## config.mk

```make
export PLATFORM = sky130hd
export DESIGN_NAME = iqcor_corrector
export DESIGN_NICKNAME = d
export VERILOG_FILES = /design/src/include/iqcor_pkg.sv /design/src/iqcor_corrector.sv
export VERILOG_INCLUDE_DIRS = /design/src /design/src/include
export SDC_FILE = /design/constraint.sdc
export NUM_CORES = 2
export LEC_CHECK = 0
export ABC_AREA = 1
export BUFFER_PORTS_ARGS = -buffer_cell sky130_fd_sc_hd__clkbuf_2
export CAP_MARGIN = 20
export CORE_AREA = 2 2 410 412
export CTS_CLUSTER_DIAMETER = 80
export DETAILED_ROUTE_END_ITERATION = 8
export DIE_AREA = 0 0 412 414
export MAX_ROUTING_LAYER = met4
export PLACE_DENSITY_LB_ADDON = 0.08
export RECOVER_POWER = 100
export SETUP_SLACK_MARGIN = 0.1
export SYNTH_ARGS = -nofsm -noshare
export SYNTH_HDL_FRONTEND = slang
export SYNTH_SLANG_ARGS = --single-unit
```

## constraint.sdc

```tcl
create_clock -name ref_clk_i -period 25.3 [get_ports ref_clk_i]
set_input_delay 7.59 -clock ref_clk_i [delete_from_list [all_inputs] [get_ports ref_clk_i]]
set_output_delay 7.59 -clock ref_clk_i [all_outputs]
set_load 0.005 [all_outputs]
```

## src/include/iqcor_map.svh

```systemverilog
// Register map, field positions, reset values and arithmetic constants of the I/Q corrector.
`ifndef IQCOR_MAP_SVH
`define IQCOR_MAP_SVH

// ==========================================================================
// Register offsets
// ==========================================================================
`define IQCOR_DATAPATH_CONTROL_ADDR 7'h1B
`define IQCOR_I_PHASE_LO_ADDR 7'h38
`define IQCOR_I_PHASE_HI_ADDR 7'h39
`define IQCOR_Q_PHASE_LO_ADDR 7'h3A
`define IQCOR_Q_PHASE_HI_ADDR 7'h3B
`define IQCOR_I_OFFSET_LO_ADDR 7'h3C
`define IQCOR_I_OFFSET_HI_ADDR 7'h3D
`define IQCOR_Q_OFFSET_LO_ADDR 7'h3E
`define IQCOR_Q_OFFSET_HI_ADDR 7'h3F

// ==========================================================================
// Fields and reset values
// ==========================================================================
`define IQCOR_SINC_BYPASS_BIT 6
`define IQCOR_DATAPATH_CONTROL_RST 8'h40
`define IQCOR_PHASE_RST 10'h000
`define IQCOR_OFFSET_RST 16'h0000

// ==========================================================================
// Arithmetic
// ==========================================================================
// Phase coefficient: a full-scale code of 511 gives about 0.0305 rad (1.75 deg).
// Scale is Q2.16 of the partner sample: 0.0305 * 65536 / 511 is about 4.
`define IQCOR_PHASE_SHIFT 14
// Inverse sinc taps, Q.10, sum 708/1024 (about -3.2 dB), symmetric.
// Fitted to the inverse of the hold droop at 0, 0.1, 0.2, 0.3 and 0.4 of the
// clock, so the combined ripple stays within a few hundredths of a dB.
`define IQCOR_TAP0 12'sh001
`define IQCOR_TAP1 12'shFFB
`define IQCOR_TAP2 12'sh012
`define IQCOR_TAP3 12'shFBB
`define IQCOR_TAP4 12'sh332
`define IQCOR_FIR_SHIFT 10

`endif

```

## src/include/iqcor_pkg.sv

```systemverilog
// Types shared by the I/Q corrector.
package iqcor_pkg;
	// Signed sample word as carried on the stream.
	typedef logic signed [15:0] iqcor_sample_t;
	// Configuration bus access states.
	typedef enum logic [0:0] {IQCOR_IDLE, IQCOR_READ} iqcor_state_t;
endpackage : iqcor_pkg

```

## src/iqcor_corrector.sv

```systemverilog
// I/Q phase trim, DC offset and inverse sinc correction stage.
`timescale 1ns/1ps
`include "iqcor_map.svh"
// ==========================================================================
// Notes on behaviour
// I trim 10 bits, negative widens angle.
// Positive I trim narrows inter-channel angle.
// Q trim separate, symmetric to I.
// Trim is linear across 1024 codes.
// Independent 16-bit offset added per channel.
// Samples twos complement, zero is midscale.
// Software keeps offset plus signal in range.
// Inverse sinc is nine-tap FIR.
// Filter bypassed at reset, bit 6 clears.
// Taps flatten response to 0.4 fclk.
// Filter carries about 3.2 dB loss.
// Sums saturate, never wrap.
// Settings change only between whole samples.
// ==========================================================================
module iqcor_corrector #(
	parameter int SAMPLE_WIDTH = 16
) (
	input wire logic ref_clk_i,
	input wire logic rst_i,
	input wire logic signed [SAMPLE_WIDTH-1:0] i_sample_i,
	input wire logic signed [SAMPLE_WIDTH-1:0] q_sample_i,
	input wire logic sample_valid_i,
	input wire logic cfg_write_i,
	input wire logic cfg_read_i,
	input wire logic [6:0] cfg_addr_i,
	input wire logic [7:0] cfg_wdata_i,
	output logic [7:0] cfg_rdata_o,
	output logic cfg_rvalid_o,
	output logic signed [SAMPLE_WIDTH-1:0] i_sample_o,
	output logic signed [SAMPLE_WIDTH-1:0] q_sample_o,
	output logic sample_valid_o
);
	localparam int W = SAMPLE_WIDTH;
	localparam int AW = W + 14;

	// ======================================================================
	// Helpers
	// ======================================================================
	// Clamp a wide signed value into the sample range rather than wrapping.
	function automatic logic signed [W-1:0] sat(input logic signed [AW-1:0] v);
		logic signed [AW-1:0] hi;
		logic signed [AW-1:0] lo;
		hi = AW'((1 <<< (W - 1)) - 1);
		lo = -hi - AW'(1);
		if (v > hi) begin
			sat = hi[W-1:0];
		end else if (v < lo) begin
			sat = lo[W-1:0];
		end else begin
			sat = v[W-1:0];
		end
	endfunction : sat

	// Return the symmetric tap for position k of the nine.
	function automatic logic signed [11:0] tap(input int k);
		int m;
		m = (k > 4) ? 8 - k : k;
		case (m)
			0: tap = `IQCOR_TAP0;
			1: tap = `IQCOR_TAP1;
			2: tap = `IQCOR_TAP2;
			3: tap = `IQCOR_TAP3;
			default: tap = `IQCOR_TAP4;
		endcase
	endfunction : tap

	// ======================================================================
	// Configuration registers
	// ======================================================================
	logic [7:0] datapath_control; // Bit 6 bypasses the inverse sinc.
	logic [9:0] i_channel_phase_trim; // Signed trim code for I.
	logic [9:0] q_channel_phase_trim; // Signed trim code for Q.
	logic [15:0] i_channel_dc_offset; // Offset added to I.
	logic [15:0] q_channel_dc_offset; // Offset added to Q.
	logic [7:0] next_datapath_control;
	logic [9:0] next_i_phase;
	logic [9:0] next_q_phase;
	logic [15:0] next_i_offset;
	logic [15:0] next_q_offset;
	logic [7:0] next_rdata;
	iqcor_pkg::iqcor_state_t state;
	iqcor_pkg::iqcor_state_t next_state;

	// Decode byte writes and build read data for the addressed byte.
	always_comb begin
		next_datapath_control = datapath_control;
		next_i_phase = i_channel_phase_trim;
		next_q_phase = q_channel_phase_trim;
		next_i_offset = i_channel_dc_offset;
		next_q_offset = q_channel_dc_offset;
		next_rdata = 8'h00;
		next_state = cfg_read_i ? iqcor_pkg::IQCOR_READ : iqcor_pkg::IQCOR_IDLE;
		if (cfg_write_i) begin
			case (cfg_addr_i)
				`IQCOR_DATAPATH_CONTROL_ADDR: next_datapath_control = cfg_wdata_i;
				`IQCOR_I_PHASE_LO_ADDR: next_i_phase[7:0] = cfg_wdata_i;
				`IQCOR_I_PHASE_HI_ADDR: next_i_phase[9:8] = cfg_wdata_i[1:0];
				`IQCOR_Q_PHASE_LO_ADDR: next_q_phase[7:0] = cfg_wdata_i;
				`IQCOR_Q_PHASE_HI_ADDR: next_q_phase[9:8] = cfg_wdata_i[1:0];
				`IQCOR_I_OFFSET_LO_ADDR: next_i_offset[7:0] = cfg_wdata_i;
				`IQCOR_I_OFFSET_HI_ADDR: next_i_offset[15:8] = cfg_wdata_i;
				`IQCOR_Q_OFFSET_LO_ADDR: next_q_offset[7:0] = cfg_wdata_i;
				`IQCOR_Q_OFFSET_HI_ADDR: next_q_offset[15:8] = cfg_wdata_i;
				default: begin
				end
			endcase
		end
		// Unmapped addresses read as zero.
		case (cfg_addr_i)
			`IQCOR_DATAPATH_CONTROL_ADDR: next_rdata = datapath_control;
			`IQCOR_I_PHASE_LO_ADDR: next_rdata = i_channel_phase_trim[7:0];
			`IQCOR_I_PHASE_HI_ADDR: next_rdata = {6'h00, i_channel_phase_trim[9:8]};
			`IQCOR_Q_PHASE_LO_ADDR: next_rdata = q_channel_phase_trim[7:0];
			`IQCOR_Q_PHASE_HI_ADDR: next_rdata = {6'h00, q_channel_phase_trim[9:8]};
			`IQCOR_I_OFFSET_LO_ADDR: next_rdata = i_channel_dc_offset[7:0];
			`IQCOR_I_OFFSET_HI_ADDR: next_rdata = i_channel_dc_offset[15:8];
			`IQCOR_Q_OFFSET_LO_ADDR: next_rdata = q_channel_dc_offset[7:0];
			`IQCOR_Q_OFFSET_HI_ADDR: next_rdata = q_channel_dc_offset[15:8];
			default: next_rdata = 8'h00;
		endcase
		if (!cfg_read_i) begin
			next_rdata = 8'h00;
		end
	end

	// Register the configuration; the filter starts bypassed.
	always_ff @(posedge ref_clk_i or posedge rst_i) begin
		if (rst_i) begin
			datapath_control <= `IQCOR_DATAPATH_CONTROL_RST;
			i_channel_phase_trim <= `IQCOR_PHASE_RST;
			q_channel_phase_trim <= `IQCOR_PHASE_RST;
			i_channel_dc_offset <= `IQCOR_OFFSET_RST;
			q_channel_dc_offset <= `IQCOR_OFFSET_RST;
			cfg_rdata_o <= 8'h00;
			cfg_rvalid_o <= 1'b0;
			state <= iqcor_pkg::IQCOR_IDLE;
		end else begin
			datapath_control <= next_datapath_control;
			i_channel_phase_trim <= next_i_phase;
			q_channel_phase_trim <= next_q_phase;
			i_channel_dc_offset <= next_i_offset;
			q_channel_dc_offset <= next_q_offset;
			cfg_rdata_o <= next_rdata;
			cfg_rvalid_o <= (next_state == iqcor_pkg::IQCOR_READ);
			state <= next_state;
		end
	end

	// ======================================================================
	// Settings snapshot
	// ======================================================================
	// Settings are latched only when no write is in progress and no low byte
	// awaits its high byte, so a sample never sees half of a pair written low byte first. // R13
	logic [9:0] act_i_phase;
	logic [9:0] act_q_phase;
	logic [15:0] act_i_offset;
	logic [15:0] act_q_offset;
	logic act_bypass;
	logic half_pend; // A low byte is written and its high byte is still due.
	logic next_half_pend;

	// A low-byte write arms the hold and any high-byte write releases it.
	// Limitation: a lone low-byte write holds every setting until some high
	// byte follows, so software must always write both bytes of a pair.
	always_comb begin
		next_half_pend = half_pend;
		if (cfg_write_i) begin
			case (cfg_addr_i)
				`IQCOR_I_PHASE_LO_ADDR, `IQCOR_Q_PHASE_LO_ADDR: begin
					next_half_pend = 1'b1;
				end
				`IQCOR_I_OFFSET_LO_ADDR, `IQCOR_Q_OFFSET_LO_ADDR: begin
					next_half_pend = 1'b1;
				end
				`IQCOR_I_PHASE_HI_ADDR, `IQCOR_Q_PHASE_HI_ADDR: begin
					next_half_pend = 1'b0;
				end
				`IQCOR_I_OFFSET_HI_ADDR, `IQCOR_Q_OFFSET_HI_ADDR: begin
					next_half_pend = 1'b0;
				end
				default: begin
					// Other addresses leave the hold as it stands.
				end
			endcase
		end
	end

	// Register the hold and take a snapshot only between complete updates.
	always_ff @(posedge ref_clk_i or posedge rst_i) begin
		if (rst_i) begin
			half_pend <= 1'b0;
			act_i_phase <= `IQCOR_PHASE_RST;
			act_q_phase <= `IQCOR_PHASE_RST;
			act_i_offset <= `IQCOR_OFFSET_RST;
			act_q_offset <= `IQCOR_OFFSET_RST;
			act_bypass <= 1'b1;
		end else begin
			half_pend <= next_half_pend;
			if (!cfg_write_i && !half_pend) begin
				// Apply a settled set of registers; a write in progress is skipped. // R13
				act_i_phase <= i_channel_phase_trim;
				act_q_phase <= q_channel_phase_trim;
				act_i_offset <= i_channel_dc_offset;
				act_q_offset <= q_channel_dc_offset;
				act_bypass <= datapath_control[`IQCOR_SINC_BYPASS_BIT];
			end
		end
	end

	// ======================================================================
	// Stage 1: phase trim and DC offset
	// ======================================================================
	logic signed [W-1:0] s1_i;
	logic signed [W-1:0] s1_q;
	logic s1_v;
	logic signed [W-1:0] next_s1_i;
	logic signed [W-1:0] next_s1_q;

	// Each channel takes a small linear fraction of the other channel,
	// which tilts the angle between them; a negative code widens it. // R4
	always_comb begin
		logic signed [AW-1:0] prod_i;
		logic signed [AW-1:0] prod_q;
		logic signed [AW-1:0] sum_i;
		logic signed [AW-1:0] sum_q;
		prod_i = AW'(q_sample_i) * AW'($signed(act_i_phase));
		prod_q = AW'(i_sample_i) * AW'($signed(act_q_phase));
		// Offset is a twos complement shift about midscale zero. // R6
		sum_i = AW'(i_sample_i) + (prod_i >>> `IQCOR_PHASE_SHIFT)
			+ AW'($signed(act_i_offset));
		sum_q = AW'(q_sample_i) + (prod_q >>> `IQCOR_PHASE_SHIFT)
			+ AW'($signed(act_q_offset));
		next_s1_i = sat(sum_i);
		next_s1_q = sat(sum_q);
	end

	// Stage 1 register.
	always_ff @(posedge ref_clk_i or posedge rst_i) begin
		if (rst_i) begin
			s1_i <= '0;
			s1_q <= '0;
			s1_v <= 1'b0;
		end else begin
			s1_i <= next_s1_i;
			s1_q <= next_s1_q;
			s1_v <= sample_valid_i;
		end
	end

	// ======================================================================
	// Stage 2: nine-tap inverse sinc
	// ======================================================================
	// The delay line runs every converter clock, as the filter does. // R8
	logic signed [W-1:0] dl_i [0:8];
	logic signed [W-1:0] dl_q [0:8];
	logic signed [W-1:0] next_out_i;
	logic signed [W-1:0] next_out_q;

	// Form the filtered output or pass the delayed sample when bypassed.
	always_comb begin
		logic signed [AW-1:0] acc_i;
		logic signed [AW-1:0] acc_q;
		acc_i = '0;
		acc_q = '0;
		for (int k = 0; k < 9; k++) begin
			acc_i = acc_i + AW'(dl_i[k]) * AW'(tap(k));
			acc_q = acc_q + AW'(dl_q[k]) * AW'(tap(k));
		end
		// Taps sum below unity, giving the headroom for peaking. // R11
		if (act_bypass) begin
			next_out_i = dl_i[4];
			next_out_q = dl_q[4];
		end else begin
			next_out_i = sat(acc_i >>> `IQCOR_FIR_SHIFT);
			next_out_q = sat(acc_q >>> `IQCOR_FIR_SHIFT);
		end
	end

	// Shift the delay line and register outputs; valid tracks the centre tap
	// so bypassed and filtered paths share one latency. // R13
	logic [4:0] vdl;
	always_ff @(posedge ref_clk_i or posedge rst_i) begin
		if (rst_i) begin
			for (int k = 0; k < 9; k++) begin
				dl_i[k] <= '0;
				dl_q[k] <= '0;
			end
			vdl <= 5'h00;
			i_sample_o <= '0;
			q_sample_o <= '0;
			sample_valid_o <= 1'b0;
		end else begin
			dl_i[0] <= s1_i;
			dl_q[0] <= s1_q;
			for (int k = 1; k < 9; k++) begin
				dl_i[k] <= dl_i[k-1];
				dl_q[k] <= dl_q[k-1];
			end
			vdl <= {vdl[3:0], s1_v};
			i_sample_o <= next_out_i;
			q_sample_o <= next_out_q;
			sample_valid_o <= vdl[4];
		end
	end
endmodule : iqcor_corrector

```

==> impl_metrics.ini <==
[final_layout]
area_delta_synth_final_pct = 7.85
num-fill-cells = 16700
post-route-util = 0.429
drive_gt1_frac = 0.0385
finish.net_count = 9175

[grt]
antenna_found_initial = 3
grt.total_usage = 0.230
grt_max_degree = 138
grt_overflow = 0
grt_pass1_wl_mm = 289
grt_pass1_vias = 48000

[sta]
fin_ws_ps = 7890
slew_headroom = -4.22
setup-tns-final_ps = 0
fmax_ghz = 0.0574
hold_viol_final = 0
period_share = 0.688
skew_ps = 58.7
post-route-min-period_ps = 17410
holdWs_ps = 330
report.final.slew_viol_count = 397
worst_slew_pin_slew_ps = 7820
rsz0062_at_grt = no
setup_violations = 0

[detailed_routing]
routed.top_layer = met4
wl_per_cell_um = 19.3
routed_wl_mm = 181
dr_wl_met2_mm = 84.0
final_antenna_net_count = 0
wl_met3_mm = 6.20
drc = 0
drt-pass1-iter-count = 7
drt-met1-wl_mm = 87.8
vias_per_cell = 4.65
vias = 43700
drtIter0Drc = 2074

[place]
globalplace.congestion = 0.886
dp_hpwl_mm = 156
post-place-ws_ps = 10140
io_buffer_count = 93

[worst_setup_path]
critPathSlowestCell = clkbuf_1
cp_max_fo = 137
crit_chain = clkbuf_2 -> clkinvlp_2 -> clkbuf_1
cp-start-kind = input pin
cp.arrival_ps = 16210
cp-end-kind = async pin
critPathRequiredTime_ps = 24100
cp_slowest_stage_delay_ps = 5590
critPathLaunch = rst_i
r2r-start = dl_q[66]
crit_type = in -> async

[cts]
ctsResizeCount = 0
cts_tree = yes
clk_path_buf_depth = 3
path_clk_slew_ps = 60
h-tree-depth = 3
clkSinkCount = 482
clk_latency_ps = 700
cts_hold_buf = 0
clockRootBuffer = clkbuf_16
cts_setup_buffers = 0
cts_made_buffers = 72

[synth]
synth.avg_cell_area_um2 = 9.35
async_flop_share = 1.00
syn_area_um2 = 66100
synth_area_leaders = fa_1 (36%), dfrtp_1 (18%), ha_1 (15%), inv_1 (12%), nand2_1 (6.3%)
synth_top_cell_by_area = fa_1
yosysTopAreaCellShare = 0.364
ys_types = 61
synth_edf_count = 0
ys_seq_area_frac = 0.183
synth.net_count = 9095
ys_seq_elements = 482
synth_flop_cell = dfrtp_1
synthCells = 7065
yosysWarnings = 0

[run_status]
outcome = complete, but fails checks
violations = capacitance limit, slew limit

[floorplanning]
std_cell_rows = 150
core_area_um2 = 166000
start_util = 0.397
die_x_um = 412
design.die.area_um2 = 171000
die_height_um = 414
boundaryPins = 94

[hold_path]
hp-class = reg -> reg
min_from = s1_i[11]

[run]
drv_cap = 6
-- path summary, 6_finish.rpt --
kind	end	slack (ps)	depth (start not counted)
worst min-delay path	dl_i[139]	330	0
max in group ref_clk_i	s1_i[11]	9960	29
worst min register to register	dl_i[139]	330	0
min in group asynchronous	act_q_phase[4]	8320	2
worst max-delay path	sample_valid_o	7890	3
worst max register to register	q_sample_o[10]	13860	40
-- cell usage after synthesis (15+ instances only) --
cell type  count
nor3_1        39
nand4_1       25
a21o_1        15
a21oi_1      247
nand2_2       21
xnor2_1      104
dfrtp_1      480
nand2_1     1102
clkbuf_1      86
a31oi_1       32
xor2_1       122
fa_1        1202
mux2_2        16
nand3_1      110
o21a_1        19
o21ai_0      186
nor2_1       217
ha_1         776
inv_1       2110
a21oi_2       20
-- worst max-delay path: cells and delay by family --
| kind | cells | cell delay (ps) |
|---|---|---|
| buffers and inverters | 3 | 8280 |
-- cells in the final DEF (no fill, tap or decap), types with 7 or more instances in the layout --
cell type / netlist / routed
xnor2_1: 104 / 104
clkbuf_16: 0 / 73
clkbuf_1: 86 / 48
nand4_1: 25 / 25
clkbuf_2: 0 / 56
nor3_1: 39 / 40
a221oi_1: 11 / 11
or2_2: 7 / 7
nand2_2: 21 / 19
o21ai_1: 7 / 7
inv_2: 11 / 9
o21a_1: 19 / 19
nor2_1: 217 / 219
inv_1: 2110 / 2111
a21oi_1: 247 / 255
clkinv_2: 0 / 10
nand2_1: 1102 / 1104
a211oi_1: 9 / 9
a21o_1: 15 / 15
nor2_2: 9 / 7
a21oi_2: 20 / 14
fa_1: 1202 / 1202
ha_1: 776 / 776
buf_4: 3 / 7
inv_6: 0 / 7
o21bai_1: 11 / 11
dfrtp_1: 480 / 480
xor2_1: 122 / 123
a31oi_1: 32 / 32
clkinvlp_4: 0 / 7
o21ai_0: 186 / 188
clkbuf_8: 0 / 8
nand3_1: 110 / 110
mux2_2: 16 / 16
-- flip-flops by register name, indices dropped and copies added, names as in the netlist, 10 cells and up --
name	flops
q_sample_o	16
i_channel_phase_trim	10
act_i_phase	10
act_q_offset	16
act_q_phase	10
q_channel_dc_offset	16
q_channel_phase_trim	10
i_sample_o	16
i_channel_dc_offset	16
s1_q	16
act_i_offset	16
dl_i	144
s1_i	16
dl_q	144
-- stage by stage --
step	cell area [um^2]	instances
after detailed placement	69000	9275
after global placement	69000	9275
after global routing	71300	9405
after CTS	71400	9405
final	71300	9407
after floorplan	66100	7065
-- cell families after synthesis --
kind of cell             count (synthesis)  synth area share
XOR/XNOR                               227            0.0302
buffers and inverters                 2224             0.127
flip-flops                             482             0.183
multiplexers                            17           0.00288
AND/OR/NAND/NOR                       1554            0.0955
AO/OA/AOI/OAI                          583            0.0503
adder cells (fa/ha/maj)               1978             0.511
-- per-layer routing --
metal	global-route usage	vias to the layer above
met5	-	-
met4	0.0439	0
met3	0.0254	149
met2	0.359	652
met1	0.326	21900
li1	-	21000
-- final cells by class --
cell class / count / area (um^2) / share of cell area
Multi-Input combinational cell: 4359 / 45500 / 0.639
Sequential cell: 482 / 12100 / 0.169
Inverter: 2124 / 7970 / 0.112
Tap cell: 2204 / 2760 / 0.0387
Clock buffer: 88 / 1960 / 0.0275
Clock inverter: 42 / 499 / 0.00701
Timing Repair Buffer: 106 / 494 / 0.00694
Antenna cell: 2 / 5.00 / 0.0000702
Power is not shown: default switching activity piles up to over one toggle a cycle in this logic, so the estimate is an artifact.
